--- config.mk ---
export PLATFORM = sky130hd
export DESIGN_NAME = sss_status_bank
export DESIGN_NICKNAME = d
export VERILOG_FILES = /design/src/logic/sss_pkg.sv /design/src/logic/sss_sync_edge.sv /design/src/logic/sss_status_bank.sv
export SDC_FILE = /design/constraint.sdc
export NUM_CORES = 1
export LEC_CHECK = 0
export BUFFER_PORTS_ARGS = -buffer_cell sky130_fd_sc_hd__buf_2
export CAP_MARGIN = 20
export CORE_MARGIN = 2
export CORE_UTILIZATION = 40
export DETAILED_ROUTE_END_ITERATION = 7
export GPL_ROUTABILITY_DRIVEN = 0
export GPL_TIMING_DRIVEN = 0
export RECOVER_POWER = 25
export SYNTH_ARGS = -nofsm -noshare
export SYNTH_HDL_FRONTEND = slang
export SYNTH_SLANG_ARGS = --single-unit
export TNS_END_PERCENT = 10
--- constraint.sdc ---
create_clock -name clk_i -period 3.2 [get_ports clk_i]
set_input_delay 0.32 -clock clk_i [delete_from_list [all_inputs] [get_ports clk_i]]
set_output_delay 0.32 -clock clk_i [all_outputs]
set_load 0.03 [all_outputs]
--- src/logic/sss_pkg.sv ---
// shared constants, types and decoders of the serial port status bank
package sss_pkg;

  ////////////////////////////////////////////////////////////////////////
  // register byte addresses on the wishbone bus
  localparam logic [7:0] ADR_CTRL = 8'h90;
  localparam logic [7:0] ADR_STATUS = 8'h94;
  localparam logic [7:0] ADR_DATA = 8'h98;
  localparam logic [7:0] ADR_IRQ_STAT = 8'h9C;
  localparam logic [7:0] ADR_IRQ_MASK = 8'hA0;
  localparam logic [7:0] ADR_SLAVE_ADDR = 8'hA4;

  ////////////////////////////////////////////////////////////////////////
  // status register fields
  localparam int ST_SAMPLE = 7;
  localparam int ST_EDGE = 6;
  localparam int ST_DATA_ADDR = 5;
  localparam int ST_STOP = 4;
  localparam int ST_START = 3;
  localparam int ST_RW = 2;
  localparam int ST_UA = 1;
  localparam int ST_BF = 0;
  localparam logic [7:0] STATUS_RST = 8'h00;

  // control register fields
  localparam int CT_EN = 5;
  localparam int CT_CKP = 4;
  localparam logic [5:0] CTRL_RST = 6'h00;

  // interrupt status and mask fields
  localparam int IRQ_BYTE = 0;
  localparam int IRQ_START = 1;
  localparam int IRQ_STOP = 2;
  localparam int IRQ_W = 3;
  localparam logic [2:0] IRQ_RST = 3'h0;
  localparam logic [7:0] SADDR_RST = 8'h00;

  ////////////////////////////////////////////////////////////////////////
  // master half bit periods in system clocks, one per master mode
  localparam logic [5:0] HALF_DIV4 = 6'h02;
  localparam logic [5:0] HALF_DIV16 = 6'h08;
  localparam logic [5:0] HALF_DIV64 = 6'h20;
  localparam logic [5:0] HALF_TMR = 6'h3F;

  typedef enum logic [3:0] {
    MODE_SPI_M_4 = 4'h0,
    MODE_SPI_M_16 = 4'h1,
    MODE_SPI_M_64 = 4'h2,
    MODE_SPI_M_TMR = 4'h3,
    MODE_SPI_S_SS = 4'h4,
    MODE_SPI_S = 4'h5,
    MODE_I2C_7 = 4'h6,
    MODE_I2C_10 = 4'h7,
    MODE_I2C_FW = 4'hB,
    MODE_I2C_7_SP = 4'hE,
    MODE_I2C_10_SP = 4'hF
  } sss_mode_e;

  // events from the i2c engine, same clock domain, one-cycle pulses
  typedef struct packed {
    logic start;
    logic stop;
    logic addr_match;
    logic rw;
    logic byte_done;
    logic is_data;
    logic tx_done;
    logic ua_set;
    logic [7:0] rx_byte;
  } sss_i2c_ev_s;

  ////////////////////////////////////////////////////////////////////////
  function automatic logic is_spi_master(input logic [3:0] m);
    return m[3:2] == 2'b00;
  endfunction

  function automatic logic is_spi_slave(input logic [3:0] m);
    return (m == MODE_SPI_S_SS) || (m == MODE_SPI_S);
  endfunction

  function automatic logic is_i2c(input logic [3:0] m);
    return (m == MODE_I2C_7) || (m == MODE_I2C_10) || (m == MODE_I2C_FW) ||
      (m == MODE_I2C_7_SP) || (m == MODE_I2C_10_SP);
  endfunction

  function automatic logic is_ten_bit(input logic [3:0] m);
    return (m == MODE_I2C_10) || (m == MODE_I2C_10_SP);
  endfunction

  function automatic logic [5:0] half_div(input logic [3:0] m);
    case (m[1:0])
      2'b00: return HALF_DIV4;
      2'b01: return HALF_DIV16;
      2'b10: return HALF_DIV64;
      default: return HALF_TMR;
    endcase
  endfunction

endpackage

--- src/logic/sss_sync_edge.sv ---
// two-flop synchroniser with edge detection for pin inputs
`timescale 1ns/100ps
module sss_sync_edge #(
  parameter int WIDTH = 3
) (
  // clock and reset
  input wire logic clk_i,
  input wire logic rst_i,
  // raw pins and synchronised results
  input wire logic [WIDTH-1:0] async_i,
  output logic [WIDTH-1:0] level_o,
  output logic [WIDTH-1:0] rise_o,
  output logic [WIDTH-1:0] fall_o
);
  logic [WIDTH-1:0] meta;
  logic [WIDTH-1:0] sync;
  logic [WIDTH-1:0] prev;

  if (WIDTH < 1)
  begin : g_bad_width
    $error("sss_sync_edge needs WIDTH of at least 1");
  end

  // only the second stage and later are looked at
  always_ff @(posedge clk_i)
  begin
    if (rst_i)
    begin
      meta <= '0;
      sync <= '0;
      prev <= '0;
    end
    else
    begin
      meta <= async_i;
      sync <= meta;
      prev <= sync;
    end
  end

  assign level_o = sync;
  assign rise_o = sync & ~prev;
  assign fall_o = ~sync & prev;
endmodule // sss_sync_edge

--- src/logic/sss_status_bank.sv ---
// serial port status bank with spi shift timing and i2c status flags
`timescale 1ns/100ps
module sss_status_bank (
  // clock and reset
  input wire logic clk_i,
  input wire logic rst_i,
  // wishbone slave
  input wire logic wb_cyc_i,
  input wire logic wb_stb_i,
  input wire logic wb_we_i,
  input wire logic [7:0] wb_adr_i,
  input wire logic [3:0] wb_sel_i,
  input wire logic [31:0] wb_dat_i,
  output logic [31:0] wb_dat_o,
  output logic wb_ack_o,
  // spi pins
  input wire logic sck_i,
  output logic sck_o,
  output logic sck_oe_o,
  input wire logic sdi_i,
  output logic sdo_o,
  output logic sdo_oe_o,
  input wire logic ss_n_i,
  // i2c engine side
  input wire sss_pkg::sss_i2c_ev_s i2c_ev_i,
  output logic [7:0] i2c_tx_byte_o,
  output logic [7:0] slave_address_o,
  // interrupt
  output logic irq_o
);
  import sss_pkg::*;

  logic ack;
  logic [5:0] ctrl;
  logic input_sample_phase;
  logic cke;
  logic data_addr;
  logic stop_f;
  logic start_f;
  logic rw_f;
  logic ua_f;
  logic bf;
  logic [7:0] rx_buf;
  logic [7:0] tx_hold;
  logic [7:0] tx_sr;
  logic [7:0] rx_sr;
  logic [7:0] saddr;
  logic out_bit;
  logic busy;
  logic half;
  logic [5:0] div;
  logic [2:0] bit_cnt;
  logic [2:0] rx_cnt;
  logic [2:0] irq_stat;
  logic [2:0] irq_mask;
  logic [31:0] next_rdata;
  logic [2:0] pin_lvl;
  logic [2:0] pin_rise;
  logic [2:0] pin_fall;

  ////////////////////////////////////////////////////////////////////////
  // pin synchronisers: bit 0 sck, bit 1 sdi, bit 2 ss_n
  sss_sync_edge #(
    .WIDTH(3)
  ) u_sync (
    .clk_i(clk_i),
    .rst_i(rst_i),
    .async_i({ss_n_i, sdi_i, sck_i}),
    .level_o(pin_lvl),
    .rise_o(pin_rise),
    .fall_o(pin_fall)
  );

  ////////////////////////////////////////////////////////////////////////
  // bus decode
  logic acc;
  logic wr;
  logic rd;
  assign acc = wb_cyc_i & wb_stb_i & ~ack;
  assign wr = acc & wb_we_i & wb_sel_i[0];
  assign rd = acc & ~wb_we_i;

  logic wr_ctrl;
  logic wr_status;
  logic wr_data;
  logic rd_data;
  logic wr_istat;
  logic wr_imask;
  logic wr_saddr;
  assign wr_ctrl = wr && wb_adr_i == ADR_CTRL;
  assign wr_status = wr && wb_adr_i == ADR_STATUS;
  assign wr_data = wr && wb_adr_i == ADR_DATA;
  assign rd_data = rd && wb_adr_i == ADR_DATA;
  assign wr_istat = wr && wb_adr_i == ADR_IRQ_STAT;
  assign wr_imask = wr && wb_adr_i == ADR_IRQ_MASK;
  assign wr_saddr = wr && wb_adr_i == ADR_SLAVE_ADDR;

  // mode decode
  logic [3:0] mode;
  logic en;
  logic clock_idle_polarity;
  logic m_on;
  logic s_mode;
  logic s_on;
  logic spi_on;
  logic i2c_on;
  assign mode = ctrl[3:0];
  assign en = ctrl[CT_EN];
  assign clock_idle_polarity = ctrl[CT_CKP];
  assign m_on = en & is_spi_master(mode);
  assign s_mode = en & is_spi_slave(mode);
  // ss_n high pauses the slave mid byte instead of resetting it
  assign s_on = s_mode & ((mode != MODE_SPI_S_SS) | ~pin_lvl[2]);
  assign spi_on = m_on | s_mode;
  assign i2c_on = en & is_i2c(mode);

  ////////////////////////////////////////////////////////////////////////
  // shift timing: a bit is two half periods; output changes at bit edges
  logic tick;
  logic sample_m;
  logic launch_m;
  logic sample_s;
  logic launch_s;
  logic sample;
  logic launch;
  logic byte_spi;
  logic load;
  assign tick = busy && div == half_div(mode) - 6'd1;
  assign sample_m = tick & (half ? input_sample_phase : ~input_sample_phase);
  assign launch_m = tick && half && bit_cnt != 3'd7;
  // slave launches on the rising edge when edge bit and polarity differ
  assign sample_s = s_on & ((cke ^ clock_idle_polarity) ? pin_fall[0] : pin_rise[0]);
  assign launch_s = s_on && ((cke ^ clock_idle_polarity) ? pin_rise[0] : pin_fall[0]) && rx_cnt != 3'd0;
  assign sample = sample_m | sample_s;
  assign launch = launch_m | launch_s;
  assign byte_spi = sample && rx_cnt == 3'd7;
  assign load = wr_data & ((m_on & ~busy) | (s_mode & (rx_cnt == 3'd0)));

  // master bit engine; a write while busy is dropped
  always_ff @(posedge clk_i)
  begin
    if (rst_i || !m_on)
    begin
      busy <= 1'b0;
      half <= 1'b0;
      div <= 6'h00;
      bit_cnt <= 3'h0;
    end
    else if (load)
    begin
      busy <= 1'b1;
      half <= 1'b0;
      div <= 6'h00;
      bit_cnt <= 3'h0;
    end
    else if (tick)
    begin
      div <= 6'h00;
      half <= ~half;
      if (half)
      begin
        bit_cnt <= bit_cnt + 3'd1;
        busy <= bit_cnt != 3'd7;
      end
    end
    else if (busy)
    begin
      div <= div + 6'd1;
    end
  end

  // receive shifter, msb first
  always_ff @(posedge clk_i)
  begin
    if (rst_i || !spi_on)
    begin
      rx_cnt <= 3'h0;
      rx_sr <= 8'h00;
    end
    else if (sample)
    begin
      rx_cnt <= rx_cnt + 3'd1;
      rx_sr <= {rx_sr[6:0], pin_lvl[1]};
    end
  end

  // transmit shifter
  always_ff @(posedge clk_i)
  begin
    if (rst_i)
    begin
      out_bit <= 1'b0;
      tx_sr <= 8'h00;
    end
    else if (load)
    begin
      out_bit <= wb_dat_i[7];
      tx_sr <= {wb_dat_i[6:0], 1'b0};
    end
    else if (launch)
    begin
      out_bit <= tx_sr[7];
      tx_sr <= {tx_sr[6:0], 1'b0};
    end
  end

  assign sdo_o = out_bit;
  assign sdo_oe_o = m_on | s_on;
  // clock is active in the first half when edge bit is 1, else second
  assign sck_o = clock_idle_polarity ^ (busy & (half ^ cke));
  assign sck_oe_o = m_on;

  ////////////////////////////////////////////////////////////////////////
  // software registers
  always_ff @(posedge clk_i)
  begin
    if (rst_i)
    begin
      ctrl <= CTRL_RST;
      irq_mask <= IRQ_RST;
      saddr <= SADDR_RST;
      tx_hold <= 8'h00;
    end
    else
    begin
      if (wr_ctrl)
        ctrl <= wb_dat_i[5:0];
      if (wr_imask)
        irq_mask <= wb_dat_i[IRQ_W-1:0];
      if (wr_saddr)
        saddr <= wb_dat_i[7:0];
      if (wr_data)
        tx_hold <= wb_dat_i[7:0];
    end
  end

  // only the two phase bits take writes
  always_ff @(posedge clk_i)
  begin
    if (rst_i)
    begin
      input_sample_phase <= STATUS_RST[ST_SAMPLE];
      cke <= STATUS_RST[ST_EDGE];
    end
    else if (wr_status)
    begin
      input_sample_phase <= wb_dat_i[ST_SAMPLE];
      cke <= wb_dat_i[ST_EDGE];
    end
  end

  ////////////////////////////////////////////////////////////////////////
  // i2c status flags
  always_ff @(posedge clk_i)
  begin
    if (rst_i || !en)
    begin
      start_f <= 1'b0;
      stop_f <= 1'b0;
    end
    else if (i2c_on && i2c_ev_i.start)
    begin
      start_f <= 1'b1;
      stop_f <= 1'b0;
    end
    else if (i2c_on && i2c_ev_i.stop)
    begin
      stop_f <= 1'b1;
      start_f <= 1'b0;
    end
  end

  always_ff @(posedge clk_i)
  begin
    if (rst_i)
      data_addr <= 1'b0;
    else if (i2c_on && i2c_ev_i.byte_done)
      data_addr <= i2c_ev_i.is_data;
    else if (i2c_on && i2c_ev_i.tx_done)
      data_addr <= 1'b1;
  end

  // held after the match; only meaningful up to the next bus event
  always_ff @(posedge clk_i)
  begin
    if (rst_i)
      rw_f <= 1'b0;
    else if (i2c_on && i2c_ev_i.addr_match)
      rw_f <= i2c_ev_i.rw;
  end

  // set wins over the clear made by rewriting the address
  always_ff @(posedge clk_i)
  begin
    if (rst_i)
      ua_f <= 1'b0;
    else if (i2c_on && is_ten_bit(mode) && i2c_ev_i.ua_set)
      ua_f <= 1'b1;
    else if (wr_saddr || !(i2c_on && is_ten_bit(mode)))
      ua_f <= 1'b0;
  end

  ////////////////////////////////////////////////////////////////////////
  // receive buffer and buffer full; a new byte beats a clearing read
  logic i2c_byte;
  logic bf_set;
  logic bf_clr;
  assign i2c_byte = i2c_on & i2c_ev_i.byte_done;
  assign bf_set = byte_spi | i2c_byte | (i2c_on & wr_data);
  assign bf_clr = rd_data | (i2c_on & i2c_ev_i.tx_done);

  always_ff @(posedge clk_i)
  begin
    if (rst_i)
      bf <= 1'b0;
    else if (bf_set)
      bf <= 1'b1;
    else if (bf_clr)
      bf <= 1'b0;
  end

  always_ff @(posedge clk_i)
  begin
    if (rst_i)
      rx_buf <= 8'h00;
    else if (byte_spi)
      rx_buf <= {rx_sr[6:0], pin_lvl[1]};
    else if (i2c_byte)
      rx_buf <= i2c_ev_i.rx_byte;
  end

  ////////////////////////////////////////////////////////////////////////
  // interrupts: sticky, write one to clear, set wins
  logic [2:0] irq_set;
  assign irq_set = {i2c_on & i2c_ev_i.stop, i2c_on & i2c_ev_i.start, byte_spi | i2c_byte};

  always_ff @(posedge clk_i)
  begin
    if (rst_i)
      irq_stat <= IRQ_RST;
    else
      irq_stat <= (irq_stat & ~(wr_istat ? wb_dat_i[IRQ_W-1:0] : 3'h0)) | irq_set;
  end

  assign irq_o = |(irq_stat & irq_mask);

  ////////////////////////////////////////////////////////////////////////
  // bus answer, one wait state; unmapped reads give zero
  logic [7:0] status;
  assign status = {input_sample_phase, cke, data_addr, stop_f, start_f, rw_f, ua_f, bf};

  always_comb
  begin
    next_rdata = 32'h0000_0000;
    case (wb_adr_i)
      ADR_CTRL: next_rdata[5:0] = ctrl;
      ADR_STATUS: next_rdata[7:0] = status;
      ADR_DATA: next_rdata[7:0] = rx_buf;
      ADR_IRQ_STAT: next_rdata[IRQ_W-1:0] = irq_stat;
      ADR_IRQ_MASK: next_rdata[IRQ_W-1:0] = irq_mask;
      ADR_SLAVE_ADDR: next_rdata[7:0] = saddr;
      default: next_rdata = 32'h0000_0000;
    endcase
  end

  always_ff @(posedge clk_i)
  begin
    if (rst_i)
    begin
      ack <= 1'b0;
      wb_dat_o <= 32'h0000_0000;
    end
    else
    begin
      ack <= acc;
      if (rd)
        wb_dat_o <= next_rdata;
    end
  end

  assign wb_ack_o = ack;
  assign i2c_tx_byte_o = tx_hold;
  assign slave_address_o = saddr;
endmodule // sss_status_bank

==> results of run 1 <==
## cell type report
type / count / area [µm²]
Clock buffer: 9 / 123.9
Buffer: 52 / 296.5
Tap cell: 136 / 170.2
Multi-Input combinational cell: 387 / 2262
Inverter: 9 / 33.78
Clock inverter: 7 / 46.29
Sequential cell: 89 / 1782
Timing Repair Buffer: 70 / 321.6
Fill cell: 1085 / 5334
## cells in the final DEF, fill, tap and decap left out, drive strengths merged, types with 7 or more instances in the layout
master  count
nor2       31
nand2      62
nand3      43
clkbuf     52
inv        10
nor3        8
buf        79
xor2        9
conb       24
nand2b     13
o21ai      21
ha          7
a311oi      7
nor2b      11
a211oi      9
mux2i      14
a22oi       8
and3       10
a21oi      56
dfxtp      89
## layer usage
metal / GRT usage / vias up
met5: 0 / -
met4: 0.06319 / 0
met3: 0.05145 / 22
met2: 0.3297 / 152
met1: 0.2780 / 1834
li1: - / 1986
## cells in the mapped netlist, types with 10 or more instances
library cell / n
dfxtp_1: 89
mux2i_1: 14
o21ai_0: 20
nor2b_1: 11
clkbuf_1: 19
buf_4: 25
nand2b_1: 13
a21oi_1: 56
nand3_1: 43
nand2_1: 62
nor2_1: 31
and3_1: 10
## sequential cells by signal, indices dropped and copies added (netlist names), 3 cells and up
signal           count
slave_address_o      8
rx_cnt               3
u_sync.meta          3
irq_mask             3
rx_sr                7
irq_stat             3
bit_cnt              3
wb_dat_o             8
div                  6
i2c_tx_byte_o        8
rx_buf               8
tx_sr                7
u_sync.level_o       3
ctrl                 6
## power groups by stage
stage                     registers (mW)  logic [mW]  clock network [mW]
after CTS                           1.11       0.150               0.722
final                               1.11       0.150               0.706
after floorplan                     1.15      0.0925                   0
after global routing                1.12       0.161               0.765
after global placement              1.14       0.148                   0
after detailed placement            1.14       0.149                   0
## metrics by stage
stage	setup WS, ps	util
finish	736.3	0.4856
global route	553.0	0.4856
CTS	710.9	0.4884
detailed placement	758.9	0.4720
global placement	802.7	0.4720
floorplan	1066	-
## cell families (layout without fill, tap and decap cells)
group                      after synthesis  in the layout  synth area share
muxes                                   14             14           0.03268
DFF                                     89             89            0.4155
xor gates and xnor gates                14             14           0.02860
AOI/OAI and AO/OA                      131            131            0.2002
and+or+nand+nor                        197            197            0.2247
other                                    1             24         0.0008746
buffers and inverters                   61            147           0.07703
adders and majority gates                7              7           0.02043
## path summary, 6_finish.rpt
check                                 end  slack (ps)  depth (start not counted)                 startpoint
min reg2reg  u_sync.level_o[2]$_SDFF_PP0_         440                          1  u_sync.meta[2]$_SDFF_PP0_
max reg2reg        rx_cnt[0]$_SDFFE_PP0P_         740                          9       ctrl[1]$_SDFFE_PP0P_
max                rx_cnt[0]$_SDFFE_PP0P_         740                          9       ctrl[1]$_SDFFE_PP0P_
min             u_sync.meta[0]$_SDFF_PP0_         150                          2                      sck_i
==> out/results.tsv, run 1 <==
stage	metric	value	unit
run_status	outcome	complete, no violations	
routing	metal2 WL	5511	µm
global_route	vias in the first global route	3703	
layout	Post-Layout Inst Area	0.005036	mm²
synth	EDFF count, synth	0	
power_and_ir_drop	Max VDD drop	0.0002974	V
global_route	first-pass GRT wire length	18510	µm
critical_path	slowest cell on the critical path	dfxtp_1	
critical_path	crit path DAT	2710	ps
place	HPWL after detailed placement	8771	µm
sta	RSZ-0062 raised after global routing	no	
routing	Post-Route WL	11870	µm
synth	yosys warns	0	
critical_path	Buf/Inv on CP	2	
global_route	Tot GR Track Use	0.2076	
clock_tree	H-tree levels	3	
synth	Async S/R FF share, synth	0	
sta	WHS	146.3	ps
power_and_ir_drop	Clock power frac	0.358	
critical_path	CP top delay family	compound AO/OA/AOI/OAI gates	
routing	top layer reached by signal wires	met4	
power_and_ir_drop	Psw	525.1	µW
run	max_cap viols	0	
floorplan	die area	0.01156	mm²
layout	fraction of layout cells with a size suffix above 1	0.1621	
critical_path	Crit. End Element	flop	
critical_path	Worst EP required	3450	ps
floorplan	height of the die	107.5	µm
sta	Final setup violation count	0	
sta	period utilization	0.7699	
power_and_ir_drop	static leakage	1.946	nW
clock_tree	cts repair resizes	0	
clock_tree	CTS Hold Bufs	0	
clock_tree	clk_lat worst skew	380	ps
clock_tree	clk buf depth	2	
critical_path	Critical Path Source Type	flop	
routing	DR vias	3994	
routing	Met1 Wirelength	5208	µm
layout	diode count	0	
synth	FF+latch count, synth	89	
global_route	largest net degree at the start of global routing	16	
sta	Max-slew headroom	0.5821	
power_and_ir_drop	Seq pwr share	0.565	
clock_tree	CTS Buf Count	9	
sta	final clock skew	15.99	ps
synth	syn_area_per_cell	8.342	µm²
synth	top cell type's share of synthesized area	0.4155	
routing	WL met3	941	µm
power_and_ir_drop	combinational share of power	0.076	
sta	Total Neg Setup Slack	0	ps
synth	register area share after synthesis	0.4155	
critical_path	most used cell, CP	buf_2	
clock_tree	root buffer cell	clkbuf_8	
clock_tree	setup bufs post-CTS	0	
routing	1st-iter DRT viols	234	
power_and_ir_drop	Power Internal	1.446	mW
floorplan	I/O pins	122	
floorplan	row count	37	
synth	ys flop type	dfxtp_1	
layout	Layout Nets	693	
clock_tree	Worst-path clk slew	100	ps
synth	Area contributors post-synth	dfxtp_1 (42%), a21oi_1 (6.5%), nand2_1 (5.4%)	
place	placed cells	743	
place	DP Area	0.004895	mm²
sta	minimum clock period	2464	ps
floorplan	core area	0.01037	mm²
clock_tree	TritonCTS clock tree	done	
critical_path	Crit Path Category	flop to flop	
synth	post-synthesis cell area	0.004288	mm²
layout	Area Overhead vs Synth	17.45	%
global_route	Overflow after GRT	0	
worst_hold_path	Hold WC Path Type	primary input to flop	
layout	Post-Layout Cell Count	759	
routing	Final ANT Viol Nets	0	
global_route	antenna violations before repair	0	
power_and_ir_drop	switching part of the total	0.2664	
routing	drt wl/cell	15.64	µm
routing	via/cell ratio	5.262	
floorplan	initial cell density of the core	0.4135	
critical_path	slowest stage delay, CP	330	ps
power_and_ir_drop	Final Power	1.971	mW
critical_path	worst path cell trace	buf_2 > or2_2 > ha_1 > xor2_1 > o2111a_1 > o211ai_2 > buf_2 > a21oi_1 > nor3_1	
critical_path	worst-path maximum fanout	10	
routing	DRC viols	0	
synth	Netlist cell types	54	
sta	Max Fclk	405.9	MHz
power_and_ir_drop	PwrDens	391.5	mW/mm²
floorplan	die width	107.5	µm
synth	area leader, netlist	dfxtp_1	
sta	max-slew violations	0	
routing	router iterations before antenna repair	5	
clock_tree	clock sinks	89	
place	Port Buffer Count	70	
sta	Final Hold Fails	0	
sta	Slew @ Worst Pin	624.1	ps
synth	Syn Inst Count	514	
Note: power is estimated with default switching activity, not from simulation.
==> run 2: changes to the inputs <==
Settings changed: PLACE_DENSITY from default to 0.66.
Clock period 3.2 ns to 2.04 ns, I/O delays scaled along.
==> out/results.tsv, run 2 (same netlist as run 1, synthesis figures left out) <==
stage	metric	value	unit
layout	most common cell after layout, fill and taps aside	dfxtp_1	
place	placed cells	743	
run_status	violated checks	negative setup slack	
critical_path	Crit Path Category	flop to flop	
clock_tree	TritonCTS clock tree	done	
critical_path	reg2reg end	rx_buf[0]$_SDFFE_PP0P_	
critical_path	Crit. End Element	flop	
sta	period utilization	1.042	
routing	via/cell ratio	5.284	
routing	DR vias	4069	
layout	fillers	1002	
floorplan	row count	37	
layout	footprint of the multi-input gates	0.002432	mm²
layout	Post-Layout Inst Area	0.005345	mm²
clock_tree	clock sinks	89	
power_and_ir_drop	Psw	823.5	µW
power_and_ir_drop	Power Internal	2.279	mW
global_route	vias in the first global route	3719	
power_and_ir_drop	Clock power frac	0.360	
place	Port Buffer Count	70	
routing	Final ANT Viol Nets	0	
critical_path	reg2reg start	ctrl[1]$_SDFFE_PP0P_	
sta	Max-slew headroom	0.5326	
floorplan	height of the die	107.5	µm
floorplan	core area	0.01037	mm²
floorplan	die area	0.01156	mm²
layout	Post-Layout Cell Count	770	
run	max_cap viols	0	
power_and_ir_drop	PwrDens	580.5	mW/mm²
clock_tree	root buffer cell	clkbuf_8	
routing	1st-iter DRT viols	227	
critical_path	worst path cell trace	buf_6 > or2_4 > ha_4 > xor2_1 > o2111a_2 > o211a_4 > o21ai_4 > a211oi_1	
global_route	Overflow after GRT	0	
sta	RSZ-0062 raised after global routing	yes	
sta	Final setup violation count	29	
power_and_ir_drop	Final Power	3.103	mW
routing	router iterations before antenna repair	4	
layout	Area Overhead vs Synth	24.66	%
sta	minimum clock period	2126	ps
run_status	outcome	complete, but fails checks	
global_route	antenna violations before repair	0	
clock_tree	H-tree levels	3	
place	HPWL after detailed placement	8503	µm
routing	drt wl/cell	15.39	µm
critical_path	slowest stage delay, CP	340	ps
routing	Post-Route WL	11850	µm
power_and_ir_drop	static leakage	2.076	nW
sta	Slew @ Worst Pin	701.1	ps
critical_path	r2r setup slk	-90	ps
layout	Sequential Area	0.001785	mm²
global_route	largest net degree at the start of global routing	17	
sta	Max Fclk	470.3	MHz
floorplan	I/O pins	122	
layout	Layout Nets	704	
worst_hold_path	Hold WC Path Type	primary input to flop	
clock_tree	clk buf depth	2	
worst_hold_path	hold path start	sdi_i	
clock_tree	CTS Hold Bufs	0	
floorplan	initial cell density of the core	0.4135	
sta	max-slew violations	0	
critical_path	worst r2r path cells	8	
critical_path	CP top delay family	compound AO/OA/AOI/OAI gates	
routing	DRC viols	0	
global_route	Tot GR Track Use	0.2043	
critical_path	slowest cell on the critical path	dfxtp_2	
critical_path	Worst EP required	2300	ps
critical_path	worst-path maximum fanout	10	
clock_tree	clk_lat worst skew	360	ps
layout	fraction of layout cells with a size suffix above 1	0.2492	
place	DP Area	0.004920	mm²
place	Setup WS pre-CTS	-290.1	ps
sta	slack of the critical path	-86.40	ps
worst_hold_path	Hold EP	u_sync.meta[1]$_SDFF_PP0_	
sta	Final Hold Fails	0	
power_and_ir_drop	Seq pwr share	0.564	
layout	Core Util, Final	0.5154	
clock_tree	Worst-path clk slew	100	ps
power_and_ir_drop	combinational share of power	0.077	
worst_hold_path	worst hold stages	2	
critical_path	crit path DAT	2390	ps
layout	diode count	0	
sta	final clock skew	17.32	ps
global_route	first-pass GRT wire length	18620	µm
power_and_ir_drop	switching part of the total	0.2654	
floorplan	die width	107.5	µm
critical_path	Critical Path Source Type	flop	
critical_path	Buf/Inv on CP	1	
layout	most frequent cells in the layout	dfxtp_1 (86), nand2_1 (61), buf_2 (60)	
clock_tree	CTS Buf Count	9	
power_and_ir_drop	Max VDD drop	0.0003694	V
run 2: worst max path at each step:
stage | startpoint | to | depth (start not counted)
after floorplan | ctrl[1]$_SDFFE_PP0P_ | sdo_o$_SDFFE_PP0P_ | 8
after global placement | ctrl[1]$_SDFFE_PP0P_ | sdo_o$_SDFFE_PP0P_ | 8
after detailed placement | ctrl[1]$_SDFFE_PP0P_ | tx_sr[7]$_SDFFE_PP0P_ | 8
after CTS | ctrl[1]$_SDFFE_PP0P_ | tx_sr[7]$_SDFFE_PP0P_ | 8
after global routing | ctrl[1]$_SDFFE_PP0P_ | rx_buf[6]$_SDFFE_PP0P_ | 8
final | ctrl[1]$_SDFFE_PP0P_ | rx_buf[0]$_SDFFE_PP0P_ | 8
run 2: power by group through the flow:
stage / Combinational [mW] / Clock, mW / Sequential [mW]
final: 0.237 / 1.12 / 1.75
after global routing: 0.255 / 1.22 / 1.75
after CTS: 0.232 / 1.14 / 1.75
after detailed placement: 0.231 / 0 / 1.79
after global placement: 0.230 / 0 / 1.79
after floorplan: 0.145 / 0 / 1.80
run 2: cell type report:
class / count / share of cell area
Multi-Input combinational cell: 387 / 0.4551
Sequential cell: 89 / 0.3340
Timing Repair Buffer: 81 / 0.08006
Buffer: 52 / 0.05969
Tap cell: 136 / 0.03184
Clock buffer: 9 / 0.02317
Clock inverter: 7 / 0.009831
Inverter: 9 / 0.006320
run 2: per-stage QoR:
step | setup TNS [ps] | hold WS [ps]
6_report | -1399 | 58.77
2_1_floorplan | 0 | 332.2
3_3_place_gp | -8429 | 414.4
4_1_cts | -1554 | 48.73
3_5_place_dp | -10260 | 421.2
5_1_grt | -5491 | 46.54
run 2: worst register-to-register path, delay by kind of cell, from the launching register on:
| kind | cells | cell delay [ps] |
|---|---|---|
| xor+xnor | 1 | 140 |
| simple gates | 1 | 240 |
| compound gates | 4 | 920 |
| fa+ha+maj | 1 | 260 |
| buf+inv | 1 | 120 |
| flops | 1 | 340 |
run 2: what timing repair did:
item,4_1_cts,5_1_grt
pin swaps,12,11
setup endpoints to repair,40,46
cloned,1,1
resized for setup,27,32
setup buffers,7,2
run 2: per-layer routing:
layer / part of all wire / GRT usage / wire length, µm / vias up
li1: - / - / - / 2007
met5: 0 / 0 / 0 / -
met1: 0.42 / 0.2588 / 5017 / 1876
met2: 0.48 / 0.3437 / 5657 / 161
met3: 0.074 / 0.04419 / 874 / 25
met4: 0.025 / 0.06868 / 301 / 0
==> run 3: changes to the inputs <==
Settings changed: BUFFER_PORTS_ARGS -buffer_cell sky130_fd_sc_hd__buf_2 to default, DONT_BUFFER_PORTS from default to 1, PLACE_DENSITY 0.66 to default.
==> out/results.tsv, run 3 (same netlist as run 1, synthesis figures left out) <==
stage	metric	value	unit
run_status	outcome	complete, but fails checks	
run_status	violated checks	negative setup slack	
clock_tree	TritonCTS clock tree	done	
global_route	vias in the first global route	3662	
layout	diode count	0	
critical_path	crit path DAT	2390	ps
critical_path	reg2reg end	bit_cnt[0]$_SDFFE_PP0P_	
routing	drt wl/cell	17.06	µm
worst_hold_path	hold path start	wb_dat_i[4]	
power_and_ir_drop	Final Power	3.197	mW
clock_tree	clk_lat worst skew	360	ps
layout	most common cell after layout, fill and taps aside	dfxtp_1	
clock_tree	clock sinks	89	
critical_path	Critical Path Source Type	flop	
critical_path	Crit. End Element	flop	
worst_hold_path	Hold EP	tx_sr[5]$_SDFFE_PP0P_	
sta	max-slew violations	0	
place	Port Buffer Count	0	
power_and_ir_drop	PwrDens	622.4	mW/mm²
critical_path	worst r2r path cells	8	
layout	most frequent cells in the layout	dfxtp_1 (86), nand2_1 (61), a21oi_1 (48)	
critical_path	Buf/Inv on CP	1	
critical_path	r2r setup slk	-90	ps
routing	1st-iter DRT viols	262	
sta	Final Hold Fails	0	
critical_path	worst-path maximum fanout	8	
critical_path	CP top delay family	compound AO/OA/AOI/OAI gates	
sta	minimum clock period	2126	ps
place	HPWL after detailed placement	8548	µm
sta	final clock skew	16.77	ps
critical_path	worst path cell trace	or2_4 > ha_4 > xor2_1 > o2111a_2 > o211ai_1 > buf_4 > xor2_1 > nor2_1	
worst_hold_path	worst hold stages	2	
routing	DR vias	3873	
global_route	first-pass GRT wire length	18960	µm
critical_path	Crit Path Category	flop to flop	
sta	Final setup violation count	27	
global_route	Overflow after GRT	0	
clock_tree	clk buf depth	2	
floorplan	core area	0.01037	mm²
run	max_cap viols	0	
routing	Post-Route WL	12120	µm
floorplan	initial cell density of the core	0.4135	
worst_hold_path	Hold WC Path Type	primary input to flop	
critical_path	reg2reg start	ctrl[0]$_SDFFE_PP0P_	
critical_path	Worst EP required	2300	ps
layout	footprint of the multi-input gates	0.002431	mm²
sta	Max-slew headroom	0.5336	
sta	Max Fclk	470.3	MHz
floorplan	die width	107.5	µm
power_and_ir_drop	Max VDD drop	0.0003559	V
global_route	Tot GR Track Use	0.2096	
routing	DRC viols	0	
routing	Final ANT Viol Nets	0	
sta	slack of the critical path	-86.31	ps
place	Setup WS pre-CTS	-261.5	ps
critical_path	slowest cell on the critical path	dfxtp_2	
layout	fillers	1020	
layout	Layout Nets	644	
global_route	antenna violations before repair	0	
floorplan	height of the die	107.5	µm
clock_tree	CTS Buf Count	9	
floorplan	I/O pins	122	
critical_path	most used cell, CP	xor2_1	
global_route	largest net degree at the start of global routing	16	
routing	router iterations before antenna repair	5	
clock_tree	Worst-path clk slew	100	ps
sta	period utilization	1.042	
floorplan	row count	37	
floorplan	die area	0.01156	mm²
routing	via/cell ratio	5.455	
layout	Sequential Area	0.001785	mm²
layout	fraction of layout cells with a size suffix above 1	0.1707	
clock_tree	root buffer cell	clkbuf_8	
power_and_ir_drop	static leakage	1.864	nW
layout	Area Overhead vs Synth	19.78	%
sta	Total Neg Setup Slack	-909.2	ps
critical_path	slowest stage delay, CP	400	ps
sta	RSZ-0062 raised after global routing	yes	
clock_tree	H-tree levels	3	
sta	Slew @ Worst Pin	699.6	ps
## run 3: cell types whose count changed in the layout (fill, tap and decap cells not counted), moves of 5 or more
cell,delta
dlygate4sd3_1,+13
clkbuf_1,-11
buf_2,-57
a211oi_1,+5
a21oi_1,-5
a211oi_2,-5
## run 3: where the power goes
| group | total, mW | internal (mW) | leakage [nW] | switching, mW |
|---|---|---|---|---|
| logic | 0.200 | 0.0709 | 1.04 | 0.130 |
| registers | 1.76 | 1.75 | 0.720 | 0.0117 |
| clock network | 1.24 | 0.567 | 0.103 | 0.672 |
## run 3: cell type report
| class | instances | share of cell area |
|---|---|---|
| inverter | 9 | 0.006577 |
| clock buffer | 9 | 0.02412 |
| buffer | 52 | 0.06188 |
| multi-input combinational | 387 | 0.4733 |
| clock inverter | 7 | 0.01389 |
| sequential | 89 | 0.3476 |
| tap | 136 | 0.03313 |
| timing repair buffer | 21 | 0.03946 |
## run 3: timing repair
action / in CTS / in global routing
hold endpoints to repair: 32 / 0
setup endpoints to repair: 42 / 52
pin swaps: 16 / 11
setup buffers: 6 / 2
gates resized for setup: 32 / 25
hold buffers: 13 / 0
gates cloned: 0 / 0
## run 3: stage by stage
| step | cell area [µm²] | utilization | std cells | hold slack (ps) |
|---|---|---|---|---|
| after floorplan | 4399 | - | 537 | 332.2 |
| after global placement | 4569 | 0.4406 | 673 | 335.5 |
| after detailed placement | 4569 | 0.4406 | 673 | 338.0 |
| after CTS | 5042 | 0.4862 | 708 | 2.748 |
| after global routing | 5136 | 0.4953 | 710 | 9.544 |
| final | 5136 | 0.4953 | 710 | 8.720 |
## run 3: routing by layer
layer	share of wire	vias up	wire length, µm	GRT usage
met4	0.020	0	238	0.06136
met1	0.42	1816	5101	0.2774
met3	0.092	21	1114	0.06416
li1	-	1888	-	-
met2	0.47	148	5661	0.3288
met5	0	-	0	0
## run 3: worst register-to-register path: stages (launching register included)
cell,delay (ps)
dfxtp_2,400
or2_4,290
ha_4,260
xor2_1,140
o2111a_2,330
o211ai_1,210
buf_4,210
xor2_1,140
nor2_1,50
## run 3: how the worst max path moves through the flow
stage                                         end            startpoint  depth (start not counted)  slack, ps
after detailed placement    tx_sr[7]$_SDFFE_PP0P_  ctrl[1]$_SDFFE_PP0P_                          8       -260
after global routing      bit_cnt[1]$_SDFFE_PP0P_  ctrl[1]$_SDFFE_PP0P_                          9       -160
after CTS                      sdo_o$_SDFFE_PP0P_  ctrl[1]$_SDFFE_PP0P_                          8        -60
final                     bit_cnt[0]$_SDFFE_PP0P_  ctrl[0]$_SDFFE_PP0P_                          8        -90
after global placement         sdo_o$_SDFFE_PP0P_  ctrl[1]$_SDFFE_PP0P_                          8       -280
after floorplan                sdo_o$_SDFFE_PP0P_  ctrl[1]$_SDFFE_PP0P_                          8          6
